`config.mk`:
```
export PLATFORM = sky130hd
export DESIGN_NAME = fsal_outputs
export DESIGN_NICKNAME = d
export VERILOG_FILES = /design/src/shared/fsal_pkg.sv /design/src/design/fsal_outputs.sv /design/src/design/fsal_level_delay.sv /design/src/design/fsal_loss_detect.sv
export SDC_FILE = /design/constraint.sdc
export NUM_CORES = 1
export LEC_CHECK = 0
export BUFFER_PORTS_ARGS = -buffer_cell sky130_fd_sc_hd__clkbuf_2
export CORE_ASPECT_RATIO = 1.4
export CORE_MARGIN = 3
export CORE_UTILIZATION = 30
export CTS_BUF_LIST = sky130_fd_sc_hd__clkbuf_4 sky130_fd_sc_hd__clkbuf_8
export DETAILED_ROUTE_END_ITERATION = 16
export SLEW_MARGIN = 10
export SYNTH_ARGS = -nofsm -noshare
export SYNTH_HDL_FRONTEND = slang
export SYNTH_SLANG_ARGS = --single-unit
```
`constraint.sdc`:
```
create_clock -name clk_sys -period 8.3 [get_ports clk_sys]
set_input_delay 1.245 -clock clk_sys [delete_from_list [all_inputs] [get_ports clk_sys]]
set_output_delay 1.245 -clock clk_sys [all_outputs]
set_load 0.1 [all_outputs]
```
`src/shared/fsal_pkg.sv`:
```
/*
  Shared constants of the fault alarm and input loss output block:
  register offsets, field positions, reset values, function codes, timing.
  Assumes a 25 MHz system clock and a 32-bit plain register port.
*/
package fsal_pkg;

  // ----------------------------------------------------------------
  // Clock and timing
  // ----------------------------------------------------------------
  localparam int unsigned CLK_HZ = 25_000_000;
  localparam int unsigned CYC_PER_MS = CLK_HZ / 1000;
  localparam int unsigned ALARM_DELAY_MS = 300;
  localparam int unsigned ALARM_DELAY_CYC = ALARM_DELAY_MS * CYC_PER_MS;
  localparam int unsigned POWERUP_MAX_MS = 2000;
  // Strictly under the ceiling, counting the relay register's own cycle
  localparam int unsigned POWERUP_CYC = POWERUP_MAX_MS * CYC_PER_MS - 2;

  // ----------------------------------------------------------------
  // Register offsets (byte addresses)
  // ----------------------------------------------------------------
  localparam logic [7:0] OFF_CTRL = 8'h00;
  localparam logic [7:0] OFF_START = 8'h04;
  localparam logic [7:0] OFF_STATUS = 8'h08;
  localparam logic [7:0] OFF_IRQ_STAT = 8'h0C;
  localparam logic [7:0] OFF_IRQ_MASK = 8'h10;
  localparam logic [7:0] OFF_FREQ = 8'h14;

  // ----------------------------------------------------------------
  // Field positions
  // ----------------------------------------------------------------
  localparam int unsigned CTRL_POL_BIT = 0;
  localparam int unsigned CTRL_OC1_LSB = 4;
  localparam int unsigned CTRL_OC2_LSB = 8;
  localparam int unsigned CTRL_RLY_LSB = 12;
  localparam int unsigned CTRL_SRC_LSB = 16;
  localparam int unsigned ST_TRIP = 0;
  localparam int unsigned ST_ALARM = 1;
  localparam int unsigned ST_LOSS = 2;
  localparam int unsigned ST_VLOSS = 3;
  localparam int unsigned ST_ILOSS = 4;
  localparam int unsigned ST_PWR = 5;
  localparam int unsigned ST_RELAY = 6;
  localparam int unsigned IRQ_TRIP = 0;
  localparam int unsigned IRQ_LOSS = 1;

  // ----------------------------------------------------------------
  // Codes and reset values
  // ----------------------------------------------------------------
  localparam logic [3:0] FUNC_ALARM = 4'h5;
  localparam logic [3:0] FUNC_LOSS = 4'h6;
  localparam logic POL_NC = 1'b1;
  localparam logic [1:0] SRC_ANALOG = 2'h1;
  localparam logic RST_POL = POL_NC;
  localparam logic [3:0] RST_FSEL_OC1 = 4'h0;
  localparam logic [3:0] RST_FSEL_OC2 = 4'h0;
  localparam logic [3:0] RST_FSEL_RLY = FUNC_ALARM;
  localparam logic [1:0] RST_SRC = SRC_ANALOG;
  localparam logic [1:0] RST_IRQ_MASK = 2'h0;
  // Current input code at 4 mA on a 12-bit, 20 mA full-scale converter
  localparam logic [11:0] IREF_4MA_CODE = 12'h333;

endpackage : fsal_pkg

```
`src/design/fsal_outputs.sv`:
```
/*
  Fault alarm and input loss status outputs of a motor drive: latched
  trip flag, delayed alarm, input loss detection, selectable functions on
  two open-collector outputs and the alarm relay, relay polarity with a
  power-up hold-off in normally closed use, minimum frequency clamp and a small register file.
  Assumes one 25 MHz clock, synchronous inputs, single-cycle bus strobes.
*/
`timescale 1ns/1ps
module fsal_outputs #(
  parameter int unsigned REF_W = 10,
  parameter int unsigned IREF_W = 12,
  parameter int unsigned ALARM_DELAY_CYC = fsal_pkg::ALARM_DELAY_CYC,
  parameter int unsigned POWERUP_CYC = fsal_pkg::POWERUP_CYC
) (
  input wire logic clk_sys,
  input wire logic sys_rst,
  input wire logic ce,
  input wire logic [7:0] reg_addr,
  input wire logic [31:0] reg_wdata,
  input wire logic reg_wr,
  input wire logic reg_rd,
  output logic [31:0] reg_rdata,
  input wire logic trip_event,
  input wire logic fault_clear,
  input wire logic run_mode,
  input wire logic [REF_W-1:0] vref_input,
  input wire logic [IREF_W-1:0] iref_input,
  input wire logic [REF_W-1:0] freq_ref_in,
  output logic oc_out1_n,
  output logic oc_out2_n,
  output logic relay_energize,
  output logic decel_stop_req,
  output logic [REF_W-1:0] freq_cmd,
  output logic irq
);
  import fsal_pkg::*;

  // ----------------------------------------------------------------
  // State
  // ----------------------------------------------------------------
  typedef struct packed {
    logic [31:0] rdata;
    logic relay_polarity_setting;
    logic [3:0] fsel_oc1;
    logic [3:0] fsel_oc2;
    logic [3:0] relay_function_select;
    logic [1:0] freq_source_select;
    logic [REF_W-1:0] start_freq_adjust;
    logic trip_flag;
    logic loss_prev;
    logic [1:0] irq_stat;
    logic [1:0] irq_mask;
    logic oc1_n;
    logic oc2_n;
    logic relay;
    logic decel;
    logic [REF_W-1:0] freq_cmd;
    logic irq;
  } fsal_state_t;

  fsal_state_t s_q;
  fsal_state_t s_d;

  logic alarm_dly;
  logic pwr_ok;
  logic vloss;
  logic iloss;
  logic input_loss_flag;
  logic [31:0] ctrl_word;
  logic [31:0] status_word;
  logic f_oc1;
  logic f_oc2;
  logic f_rly;

  function automatic logic fsal_func(input logic [3:0] code, input logic alarm,
                                     input logic loss);
    logic r;
    r = 1'b0;
    if (code == FUNC_ALARM) begin
      r = alarm;
    end else if (code == FUNC_LOSS) begin
      r = loss;
    end
    return r;
  endfunction : fsal_func

  // ----------------------------------------------------------------
  // Helpers
  // ----------------------------------------------------------------
  // Alarm delayed before it reaches any output pin
  fsal_level_delay #(.CYC(ALARM_DELAY_CYC)) u_alarm_dly (
    .clk_sys(clk_sys),
    .sys_rst(sys_rst),
    .ce(ce),
    .level_in(s_q.trip_flag),
    .level_out(alarm_dly)
  );

  // Power-up hold-off: a constant high seen through the delay line
  fsal_level_delay #(.CYC(POWERUP_CYC)) u_pwr_dly (
    .clk_sys(clk_sys),
    .sys_rst(sys_rst),
    .ce(ce),
    .level_in(1'b1),
    .level_out(pwr_ok)
  );

  fsal_loss_detect #(.REF_W(REF_W), .IREF_W(IREF_W)) u_loss (
    .clk_sys(clk_sys),
    .sys_rst(sys_rst),
    .ce(ce),
    .vref_input(vref_input),
    .iref_input(iref_input),
    .start_freq_adjust(s_q.start_freq_adjust),
    .vloss(vloss),
    .iloss(iloss),
    .input_loss_flag(input_loss_flag)
  );

  // ----------------------------------------------------------------
  // Readback words
  // ----------------------------------------------------------------
  always_comb begin
    ctrl_word = '0;
    ctrl_word[CTRL_POL_BIT] = s_q.relay_polarity_setting;
    ctrl_word[CTRL_OC1_LSB +: 4] = s_q.fsel_oc1;
    ctrl_word[CTRL_OC2_LSB +: 4] = s_q.fsel_oc2;
    ctrl_word[CTRL_RLY_LSB +: 4] = s_q.relay_function_select;
    ctrl_word[CTRL_SRC_LSB +: 2] = s_q.freq_source_select;
    status_word = '0;
    status_word[ST_TRIP] = s_q.trip_flag;
    status_word[ST_ALARM] = alarm_dly;
    status_word[ST_LOSS] = input_loss_flag;
    status_word[ST_VLOSS] = vloss;
    status_word[ST_ILOSS] = iloss;
    status_word[ST_PWR] = pwr_ok;
    status_word[ST_RELAY] = s_q.relay;
  end

  assign f_oc1 = fsal_func(s_q.fsel_oc1, alarm_dly, input_loss_flag);
  assign f_oc2 = fsal_func(s_q.fsel_oc2, alarm_dly, input_loss_flag);
  assign f_rly = fsal_func(s_q.relay_function_select, alarm_dly, input_loss_flag);

  // ----------------------------------------------------------------
  // Next state
  // ----------------------------------------------------------------
  always_comb begin
    s_d = s_q;
    if (ce) begin
      // Read data stands for exactly one cycle
      s_d.rdata = '0;
      if (reg_rd) begin
        if (reg_addr == OFF_CTRL) begin
          s_d.rdata = ctrl_word;
        end else if (reg_addr == OFF_START) begin
          s_d.rdata = 32'(s_q.start_freq_adjust);
        end else if (reg_addr == OFF_STATUS) begin
          s_d.rdata = status_word;
        end else if (reg_addr == OFF_IRQ_STAT) begin
          s_d.rdata = 32'(s_q.irq_stat);
        end else if (reg_addr == OFF_IRQ_MASK) begin
          s_d.rdata = 32'(s_q.irq_mask);
        end else if (reg_addr == OFF_FREQ) begin
          s_d.rdata = 32'(s_q.freq_cmd);
        end
      end
      if (reg_wr) begin
        if (reg_addr == OFF_CTRL) begin
          s_d.relay_polarity_setting = reg_wdata[CTRL_POL_BIT];
          s_d.fsel_oc1 = reg_wdata[CTRL_OC1_LSB +: 4];
          s_d.fsel_oc2 = reg_wdata[CTRL_OC2_LSB +: 4];
          s_d.relay_function_select = reg_wdata[CTRL_RLY_LSB +: 4];
          s_d.freq_source_select = reg_wdata[CTRL_SRC_LSB +: 2];
        end else if (reg_addr == OFF_START) begin
          s_d.start_freq_adjust = reg_wdata[REF_W-1:0];
        end else if (reg_addr == OFF_IRQ_STAT) begin
          s_d.irq_stat = s_q.irq_stat & ~reg_wdata[1:0];
        end else if (reg_addr == OFF_IRQ_MASK) begin
          s_d.irq_mask = reg_wdata[1:0];
        end
      end

      // Latched flag; a trip in the clearing cycle keeps it set
      if (trip_event) begin
        s_d.trip_flag = 1'b1;
      end else if (fault_clear) begin
        s_d.trip_flag = 1'b0;
      end

      // Events applied after the clear so the set wins
      s_d.loss_prev = input_loss_flag;
      if (trip_event && !s_q.trip_flag) begin
        s_d.irq_stat[IRQ_TRIP] = 1'b1;
      end
      if (input_loss_flag && !s_q.loss_prev) begin
        s_d.irq_stat[IRQ_LOSS] = 1'b1;
      end
      s_d.irq = |(s_d.irq_stat & s_d.irq_mask);

      s_d.oc1_n = !f_oc1;
      s_d.oc2_n = !f_oc2;
      // Unpowered relay reads as alarm in normally closed use
      if (s_q.relay_polarity_setting == POL_NC) begin
        s_d.relay = pwr_ok && !f_rly;
      end else begin
        s_d.relay = f_rly;
      end

      // Loss is not gated by run mode; only the stop request is
      s_d.decel = input_loss_flag && run_mode
                  && s_q.freq_source_select == SRC_ANALOG;
      if (freq_ref_in == '0) begin
        s_d.freq_cmd = '0;
      end else if (freq_ref_in < s_q.start_freq_adjust) begin
        s_d.freq_cmd = s_q.start_freq_adjust;
      end else begin
        s_d.freq_cmd = freq_ref_in;
      end
    end
  end

  always_ff @(posedge clk_sys or posedge sys_rst) begin
    if (sys_rst) begin
      s_q <= '0;
      s_q.relay_polarity_setting <= RST_POL;
      s_q.fsel_oc1 <= RST_FSEL_OC1;
      s_q.fsel_oc2 <= RST_FSEL_OC2;
      s_q.relay_function_select <= RST_FSEL_RLY;
      s_q.freq_source_select <= RST_SRC;
      s_q.irq_mask <= RST_IRQ_MASK;
      s_q.oc1_n <= 1'b1;
      s_q.oc2_n <= 1'b1;
    end else begin
      s_q <= s_d;
    end
  end

  assign reg_rdata = s_q.rdata;
  assign oc_out1_n = s_q.oc1_n;
  assign oc_out2_n = s_q.oc2_n;
  assign relay_energize = s_q.relay;
  assign decel_stop_req = s_q.decel;
  assign freq_cmd = s_q.freq_cmd;
  assign irq = s_q.irq;
endmodule : fsal_outputs

```
`src/design/fsal_level_delay.sv`:
```
/*
  Level delay: the output takes a new input level only after the input
  has differed from it for CYC enabled clock cycles.
  Assumes the input is synchronous to clk_sys.
*/
`timescale 1ns/1ps
module fsal_level_delay #(
  parameter int unsigned CYC = 1
) (
  input wire logic clk_sys,
  input wire logic sys_rst,
  input wire logic ce,
  input wire logic level_in,
  output logic level_out
);
  import fsal_pkg::*;

  localparam int unsigned CW = (CYC > 1) ? $clog2(CYC) : 1;
  localparam logic [CW-1:0] LAST = CW'(CYC - 1);

  typedef struct packed {
    logic out;
    logic [CW-1:0] cnt;
  } fsal_dly_t;

  fsal_dly_t s_q;
  fsal_dly_t s_d;

  // Glitches shorter than the delay restart the count and never pass
  always_comb begin
    s_d = s_q;
    if (ce) begin
      if (level_in == s_q.out) begin
        s_d.cnt = '0;
      end else if (s_q.cnt == LAST) begin
        s_d.out = level_in;
        s_d.cnt = '0;
      end else begin
        s_d.cnt = s_q.cnt + 1'b1;
      end
    end
  end

  always_ff @(posedge clk_sys or posedge sys_rst) begin
    if (sys_rst) begin
      s_q <= '0;
    end else begin
      s_q <= s_d;
    end
  end

  assign level_out = s_q.out;
endmodule : fsal_level_delay

```
`src/design/fsal_loss_detect.sv`:
```
/*
  Analog reference loss detection: voltage reference below the start
  frequency setting, or current reference below the 4 mA code.
  Assumes both converter codes are synchronous to clk_sys.
*/
`timescale 1ns/1ps
module fsal_loss_detect #(
  parameter int unsigned REF_W = 10,
  parameter int unsigned IREF_W = 12,
  parameter logic [IREF_W-1:0] IREF_MIN = fsal_pkg::IREF_4MA_CODE
) (
  input wire logic clk_sys,
  input wire logic sys_rst,
  input wire logic ce,
  input wire logic [REF_W-1:0] vref_input,
  input wire logic [IREF_W-1:0] iref_input,
  input wire logic [REF_W-1:0] start_freq_adjust,
  output logic vloss,
  output logic iloss,
  output logic input_loss_flag
);
  import fsal_pkg::*;

  typedef struct packed {
    logic v;
    logic i;
    logic any;
  } fsal_loss_t;

  fsal_loss_t s_q;
  fsal_loss_t s_d;

  // Pure level, no latch: clears by itself once the input recovers
  always_comb begin
    s_d = s_q;
    if (ce) begin
      s_d.v = vref_input < start_freq_adjust;
      s_d.i = iref_input < IREF_MIN;
      s_d.any = s_d.v | s_d.i;
    end
  end

  always_ff @(posedge clk_sys or posedge sys_rst) begin
    if (sys_rst) begin
      s_q <= '0;
    end else begin
      s_q <= s_d;
    end
  end

  assign vloss = s_q.v;
  assign iloss = s_q.i;
  assign input_loss_flag = s_q.any;
endmodule : fsal_loss_detect

```
==> reports/qor.yml, run 1 <==
die:
  ios: 127
  initial_core_util_pct: 30.5
  die_y_um: 183
  coreArea_um2: 21900
  rows: 64
  chipWidth_um: 132
  die_area_um2: 24200
detailed_routing:
  vias: 5336
  drc_errors: 0
  avgViaCountPerCell: 5.11
  drt_iter0_drc: 360
  antenna_left: 0
  drtPass1Iterations: 5
  routed_wirelength_um: 16900
  wl_per_cell_um: 16.2
grt:
  grt_first_pass_wirelength_um: 28100
  track_usage_pct: 14.3
  antenna_found_initial: 0
  grt_pass1_vias: 5332
  grt_max_degree: 77
  grt_overflow: 0
synthesis:
  yosys_warnings: 0
  yosysTopAreaCellShare_pct: 41.9
  synthCells: 668
  netlist_area_um2: 6700
  ys_top_cells_by_area: "dfrtp_1 (42%), buf_4 (4.7%), ha_1 (3.9%)"
  synth_cell_types: 69
  ys_ff_latch: 118
  synth-async-reset-ratio_pct: 100
  yosys.area.top_type: "dfrtp_1"
  avgSynthCellArea_um2: 10.0
  synth_seq_area_share_pct: 44.2
  ys.flop_type: "dfrtp_1"
  synth-edff-count: 0
place:
  gp_congestion: 0.796
  hpwl_um: 12200
  port_buffers: 98
  dp_cells: 1012
setup_path:
  cp.arrival_ns: 3.58
  critPathLaunch: "ce"
  path_max_fanout: 67
  worstSetupPathType: "input pin to flop"
  cp_num_buf_inv: 4
  crit_path_frequent_cell: "buf_4"
  cpPeakStageDelay_ns: 0.61
  slowest_stage: "inv_1"
  crit_family: "buffers and inverters"
  cp.required_ns: 8.63
  cp-end-kind: "flop"
  path_cells: "clkbuf_2, buf_4, inv_1, buf_4, nor3_1, mux2_2"
  setup.worst_path.start_class: "input pin"
  r2r_start: "u_alarm_dly.s_q[0]"
clock_tree:
  htree_levels: 4
  clk_pin_slew_ns: 0.07
  post_cts.repair.setup_buffers: 0
  cts_resized: 0
  worst_skew_pair.late_latency_ns: 0.45
  cts_tree: "yes"
  postCtsHoldBufs: 0
  clockRootBuffer: "clkbuf_8"
  numCtsBuffers: 17
  clkSinkCount: 118
  cts.path.max_buffers: 2
sta:
  period_minus_slack_ns: 3.25
  post-route-period-util_pct: 39.2
  finalSetupViolCount: 0
  timing_hold_violations_final: 0
  skew_ns: 0.00957
  slew-limit-headroom_pct: 26.8
  setup_tns_ns: 0
  tightest_slew_ns: 1.09
  rsz0062_at_grt: "no"
  fmax_ghz: 0.307
  slew_violations: 0
min_path:
  hp-start: "ctrl_word[10]"
  min_path_type: "flop to flop"
layout:
  finalNonFillerCells: 1044
  final_common_cell: "dfrtp_1"
  final_layout_size_suffix_gt1_share_pct: 24.5
  nNetsFinal: 835
  final_cell_mix: "dfrtp_1 (112), clkbuf_2 (98), nand2_1 (52), nor2_1 (45), a21oi_1 (29)"
  syn_to_final_growth_pct: 13.9
  n_antenna_cell: 0
  post-route-util_pct: 34.8
power:
  powerDensity_nw_per_um2: 192
  p_total_mw: 1.47
  vdd_drop_max_mv: 0.0979
  leakagePower_nw: 3.48
flow_run:
  cap_violations: 0
status:
  status: "complete, no violations"
==> registers in the layout, indices dropped and copies added, names as in the netlist, 10 cells and up <==
| name | flops |
|---|---|
| u_pwr_dly.s_q | 26 |
| u_alarm_dly.s_q | 23 |
| reg_rdata | 18 |
| s_q | 16 |
| ctrl_word | 15 |
| freq_cmd | 10 |
==> kinds of logic after synthesis <==
family	Yosys count	synth area share (%)
buf+inv	92	7.74
simple gates	222	17.8
compound gates	151	16.1
xor+xnor	21	2.75
mux	42	7.40
flops	118	44.2
fa+ha+maj	21	3.92
other cells	1	0.0560
==> worst paths after layout <==
| path | cells past startpoint | slack [ns] | endpoint |
|---|---|---|---|
| max | 6 | 5.05 | u_alarm_dly.level_out |
| min | 1 | 0.48 | oc_out2_n |
| max reg2reg | 6 | 5.78 | u_alarm_dly.s_q[19] |
| min reg2reg | 1 | 0.48 | oc_out2_n |
| max in group asynchronous | 3 | 6.06 | reg_rdata[9] |
| min in group asynchronous | 2 | 0.84 | u_pwr_dly.s_q[10] |
==> synth_stat cells (9+ instances only) <==
| cell | number |
|---|---|
| nor3_1 | 20 |
| clkbuf_1 | 15 |
| nor2_1 | 45 |
| a21o_1 | 12 |
| nand3_1 | 28 |
| ha_1 | 21 |
| dfrtp_1 | 112 |
| nand2b_1 | 9 |
| o21ai_0 | 22 |
| mux2_2 | 20 |
| xor2_1 | 15 |
| mux2_4 | 10 |
| nand2_1 | 52 |
| nand4_1 | 13 |
| a21oi_1 | 29 |
| a31oi_1 | 20 |
| mux2i_1 | 12 |
| buf_4 | 42 |
| inv_1 | 25 |
| a22o_1 | 12 |
| a221o_1 | 10 |
==> power by group <==
part	switching [mW]	total, mW	internal, mW
sequential	0.0466	0.657	0.611
combinational	0.164	0.242	0.0786
clock	0.237	0.566	0.329
total	0.447	1.47	1.02
==> final cells by class <==
type / count / area, µm²
multi-input combinational: 471 / 3270
inverter: 25 / 96.3
sequential: 118 / 2960
clock inverter: 10 / 125
timing repair buffer: 101 / 513
tap: 297 / 372
clock buffer: 22 / 297
fill: 2294 / 14300
==> layer usage <==
metal	GRT usage, %	routed length, µm	part of all wire, %
met1	18.9	7600	45
met2	23.4	8190	49
met3	2.91	726	4.3
met4	5.07	352	2.1
met5	0	0	0
==> stage by stage <==
step	worst slack [ns]	area (µm²)	hold slack [ns]
2_1_floorplan	3.94	6750	0.449
3_3_place_gp	4.55	7210	0.463
3_5_place_dp	4.57	7210	0.469
4_1_cts	5.06	7630	0.485
5_1_grt	4.92	7630	0.509
6_report	5.05	7630	0.484
Note: power is estimated with default switching activity, not from simulation.
==> run 2: changes to the inputs <==
--- a/config.mk
+++ b/config.mk
@@ -5,6 +5,7 @@
 export SDC_FILE = /design/constraint.sdc
 export NUM_CORES = 1
 export LEC_CHECK = 0
+export ABC_AREA = 1
 export BUFFER_PORTS_ARGS = -buffer_cell sky130_fd_sc_hd__clkbuf_2
 export CORE_ASPECT_RATIO = 1.4
 export CORE_MARGIN = 3
==> constraint.sdc (replaced) <==
create_clock -name clk_sys -period 3 [get_ports clk_sys]
set_input_delay 0.45 -clock clk_sys [delete_from_list [all_inputs] [get_ports clk_sys]]
set_output_delay 0.45 -clock clk_sys [all_outputs]
set_load 0.1 [all_outputs]
==> run 2 against run 1 <==
  * Via count rose by 19%
  * Area after synthesis rose by 6.8%
  * Clock power rose to 3.5 times the previous value
  * Critical path depth rose by 3
  * Sequential power rose to 2.6 times the previous value
  * Combinational power rose by 130%
  * Largest power group is now the clock network
==> reports/qor.yml, run 2 <==
synthesis:
  synth-xor-area-share_pct: 2.20  # -0.54 points
  yosysMostFrequentCell: "nand2_1"
  synthCells: 947  # +42%
  yosys_warnings: 0  # unchanged
  yosys.area.top_type: "dfrtp_1"
  synthAdderAreaFrac_pct: 3.67  # -0.25 points
  synth_seq_area_share_pct: 41.4  # -2.8 points
  synth-async-reset-ratio_pct: 100  # unchanged
  ys_ff_latch: 118  # unchanged
  netlist_area_um2: 7150  # +6.8%
  synth-compound-area-share_pct: 11.3  # -4.8 points
  synth_top_family_by_area: "simple AND/OR/NAND/NOR gates"
  yosysTopAreaCellShare_pct: 39.2  # -2.7 points
  synthSimpleGateAreaFrac_pct: 28.9  # +11 points
  synth-edff-count: 0  # unchanged
  ys.flop_type: "dfrtp_1"
  synth_cell_types: 45  # -35%
  synth_common_cells: "nand2_1 (236), dfrtp_1 (112), inv_1 (107), nor2_1 (97), o21ai_0 (54)"
  avgSynthCellArea_um2: 7.55  # -25%
  synthMuxAreaShare_pct: 0.472  # -6.9 points
  ys_top_cells_by_area: "dfrtp_1 (39%), nand2_1 (12%), inv_1 (5.6%)"
layout:
  n_antenna_cell: 0  # unchanged
  final_common_cell: "nand2_1"
  top_register: "u_pwr_dly.s_q"
  nNetsFinal: 1122  # +34%
  post-route-util_pct: 35.3  # +0.53 points
  final_cell_mix: "nand2_1 (236), dfrtp_1 (112), inv_1 (106), clkbuf_2 (98), nor2_1 (97)"
  stdcell_area_um2: 8250  # +8.1%
  final_layout_size_suffix_gt1_share_pct: 17.7  # -6.8 points
  syn_to_final_growth_pct: 15.4
  finalNonFillerCells: 1340  # +28%
  fillers: 2457  # +7.1%
  largest_reg_flops: 26  # unchanged
clock_tree:
  post_cts.repair.setup_buffers: 0  # unchanged
  cts.path.max_buffers: 2  # unchanged
  worst_skew_pair.late_latency_ns: 0.46  # about the same
  htree_levels: 4  # unchanged
  numCtsBuffers: 17  # unchanged
  clk_pin_slew_ns: 0.08  # about the same
  clockRootBuffer: "clkbuf_8"
  cts_resized: 0  # unchanged
  clkSinkCount: 118  # unchanged
  cts_tree: "yes"
  postCtsHoldBufs: 0  # unchanged
detailed_routing:
  drt_iter0_drc: 253  # -30%
  routed_wirelength_um: 18900  # +12%
  wl_per_cell_um: 14.1  # -13%
  drc_errors: 0  # unchanged
  avgViaCountPerCell: 4.73  # -7.4%
  vias: 6342  # +19%
  drtPass1Iterations: 5  # unchanged
  antenna_left: 0  # unchanged
place:
  port_buffers: 98  # unchanged
  dp_cells: 1308  # +29%
  preCtsSetupSlack_ns: 0.772  # -3.80 ns
  gp_congestion: 0.845  # +6.2%
  hpwl_um: 14300  # +18%
  placed_cell_area_um2: 7720  # +7.1%
sta:
  skew_ns: 0.0116  # +0.00207 ns
  post-route-period-util_pct: 71.7
  tightest_slew_ns: 0.738  # -0.348 ns
  holdWs_ns: 0.116  # -0.368 ns
  timing_hold_violations_final: 0  # unchanged
  setup_tns_ns: 0  # unchanged
  fmax_ghz: 0.465
  slew_violations: 0  # unchanged
  rsz0062_at_grt: "no"
  period_minus_slack_ns: 2.15
  setup_ws_ns: 0.850  # -4.20 ns
  slew-limit-headroom_pct: 50.7  # +24 points
  finalSetupViolCount: 0  # unchanged
die:
  chipWidth_um: 136  # +3.2%
  die_area_um2: 25700  # +6.5%
  coreArea_um2: 23400  # +6.5%
  die_y_um: 189  # +3.2%
  rows: 66  # +3.1%
  initial_core_util_pct: 30.6  # +0.077 points
  ios: 127  # unchanged
setup_path:
  worstSetupPathType: "flop to flop"
  path_max_fanout: 20  # -70%
  setup.worst_path.start_class: "flop"
  cp.required_ns: 3.37  # -5.26 ns
  cp.arrival_ns: 2.52  # -1.06 ns
  cp-end-kind: "flop"
grt:
  grt_pass1_vias: 6258  # +17%
  grt_first_pass_wirelength_um: 31300  # +11%
  antenna_found_initial: 0  # unchanged
  track_usage_pct: 15.3  # +1.0 points
  grt_max_degree: 119  # +55%
  grt_overflow: 0  # unchanged
power:
  p_seq_share_pct: 40.2  # -4.7 points
  power_frac_comb_pct: 13.4  # -3.1 points
  p_total_mw: 4.22  # +190%
  leakagePower_nw: 3.94  # +13%
  p_int_mw: 3.04  # +200%
  p_switching_mw: 1.19  # +170%
  switching_share_pct: 28.1  # -2.4 points
  powerDensity_nw_per_um2: 512  # +170%
  clkPwrFrac_pct: 46.4  # +7.8 points
  vdd_drop_max_mv: 0.309  # +220%
flow_run:
  cap_violations: 0  # unchanged
status:
  status: "complete, no violations"
min_path:
  min_path_type: "input pin to async pin"
[run 2: cell types whose count changed in the layout (fill, tap and decap cells not counted), sizes merged, moves of 13 or more]
cell,change
o22ai,+13
nand3,+19
o21ai,+50
nand2,+192
mux2,-27
inv,+89
nor2,+67
a31oi,-18
nand4,+13
[run 2: layer usage]
metal  vias to the layer above  track usage (%)  part of all wire (%)
met2                       143             26.7                    52
met5                         -                0                     0
li1                       3192                -                     -
met4                         0             6.13                   2.9
met1                      2975             18.1                    42
met3                        32             3.23                   3.5
[run 2: logic make-up after synthesis]
logic type,count (synthesis)
compound gates,142
xor+xnor,18
fa+ha+maj,21
buf+inv,178
flops,118
mux,3
other cells,1
simple gates,466
[run 2: critical path: stages, from the launching register on]
cell,delay (ns)
dfrtp_1,0.39
inv_1,0.15
ha_1,0.27
a21oi_1,0.15
o21ai_0,0.09
nand2_1,0.06
nand3_1,0.51
nand2_1,0.23
nand2_1,0.08
o21ai_0,0.14
[run 2: final timing paths]
path	from	endpoint	slack, ns	depth (start not counted)
worst max-delay path	s_q[24]	freq_cmd[4]	0.85	9
worst min-delay path	sys_rst	u_pwr_dly.s_q[17]	0.12	3
worst max register to register	s_q[24]	freq_cmd[4]	0.85	9
worst min register to register	reg_rdata[7]	reg_rdata[7]	0.48	2
max in group asynchronous	sys_rst	u_alarm_dly.s_q[7]	2.32	3
min in group clk_sys	reg_wdata[15]	ctrl_word[15]	0.20	2
[run 2: power by group through the flow]
stage | Combinational [mW] | Sequential [mW] | Clock, mW
after floorplan | 0.443 | 1.73 | 0
final | 0.565 | 1.70 | 1.96
after global placement | 0.566 | 1.73 | 0
after detailed placement | 0.571 | 1.73 | 0
after CTS | 0.572 | 1.70 | 1.99
after global routing | 0.621 | 1.70 | 2.06
[run 2: final cells by class]
cell class | count | area [µm²] | share of cell area [%]
well taps | 306 | 383 | 4.64
repair buffers | 106 | 563 | 6.82
clock buffers | 19 | 255 | 3.09
clock inverters | 13 | 274 | 3.32
inverters | 114 | 434 | 5.26
flip-flops and latches | 118 | 2960 | 35.9
multi-input cells | 664 | 3380 | 41.0
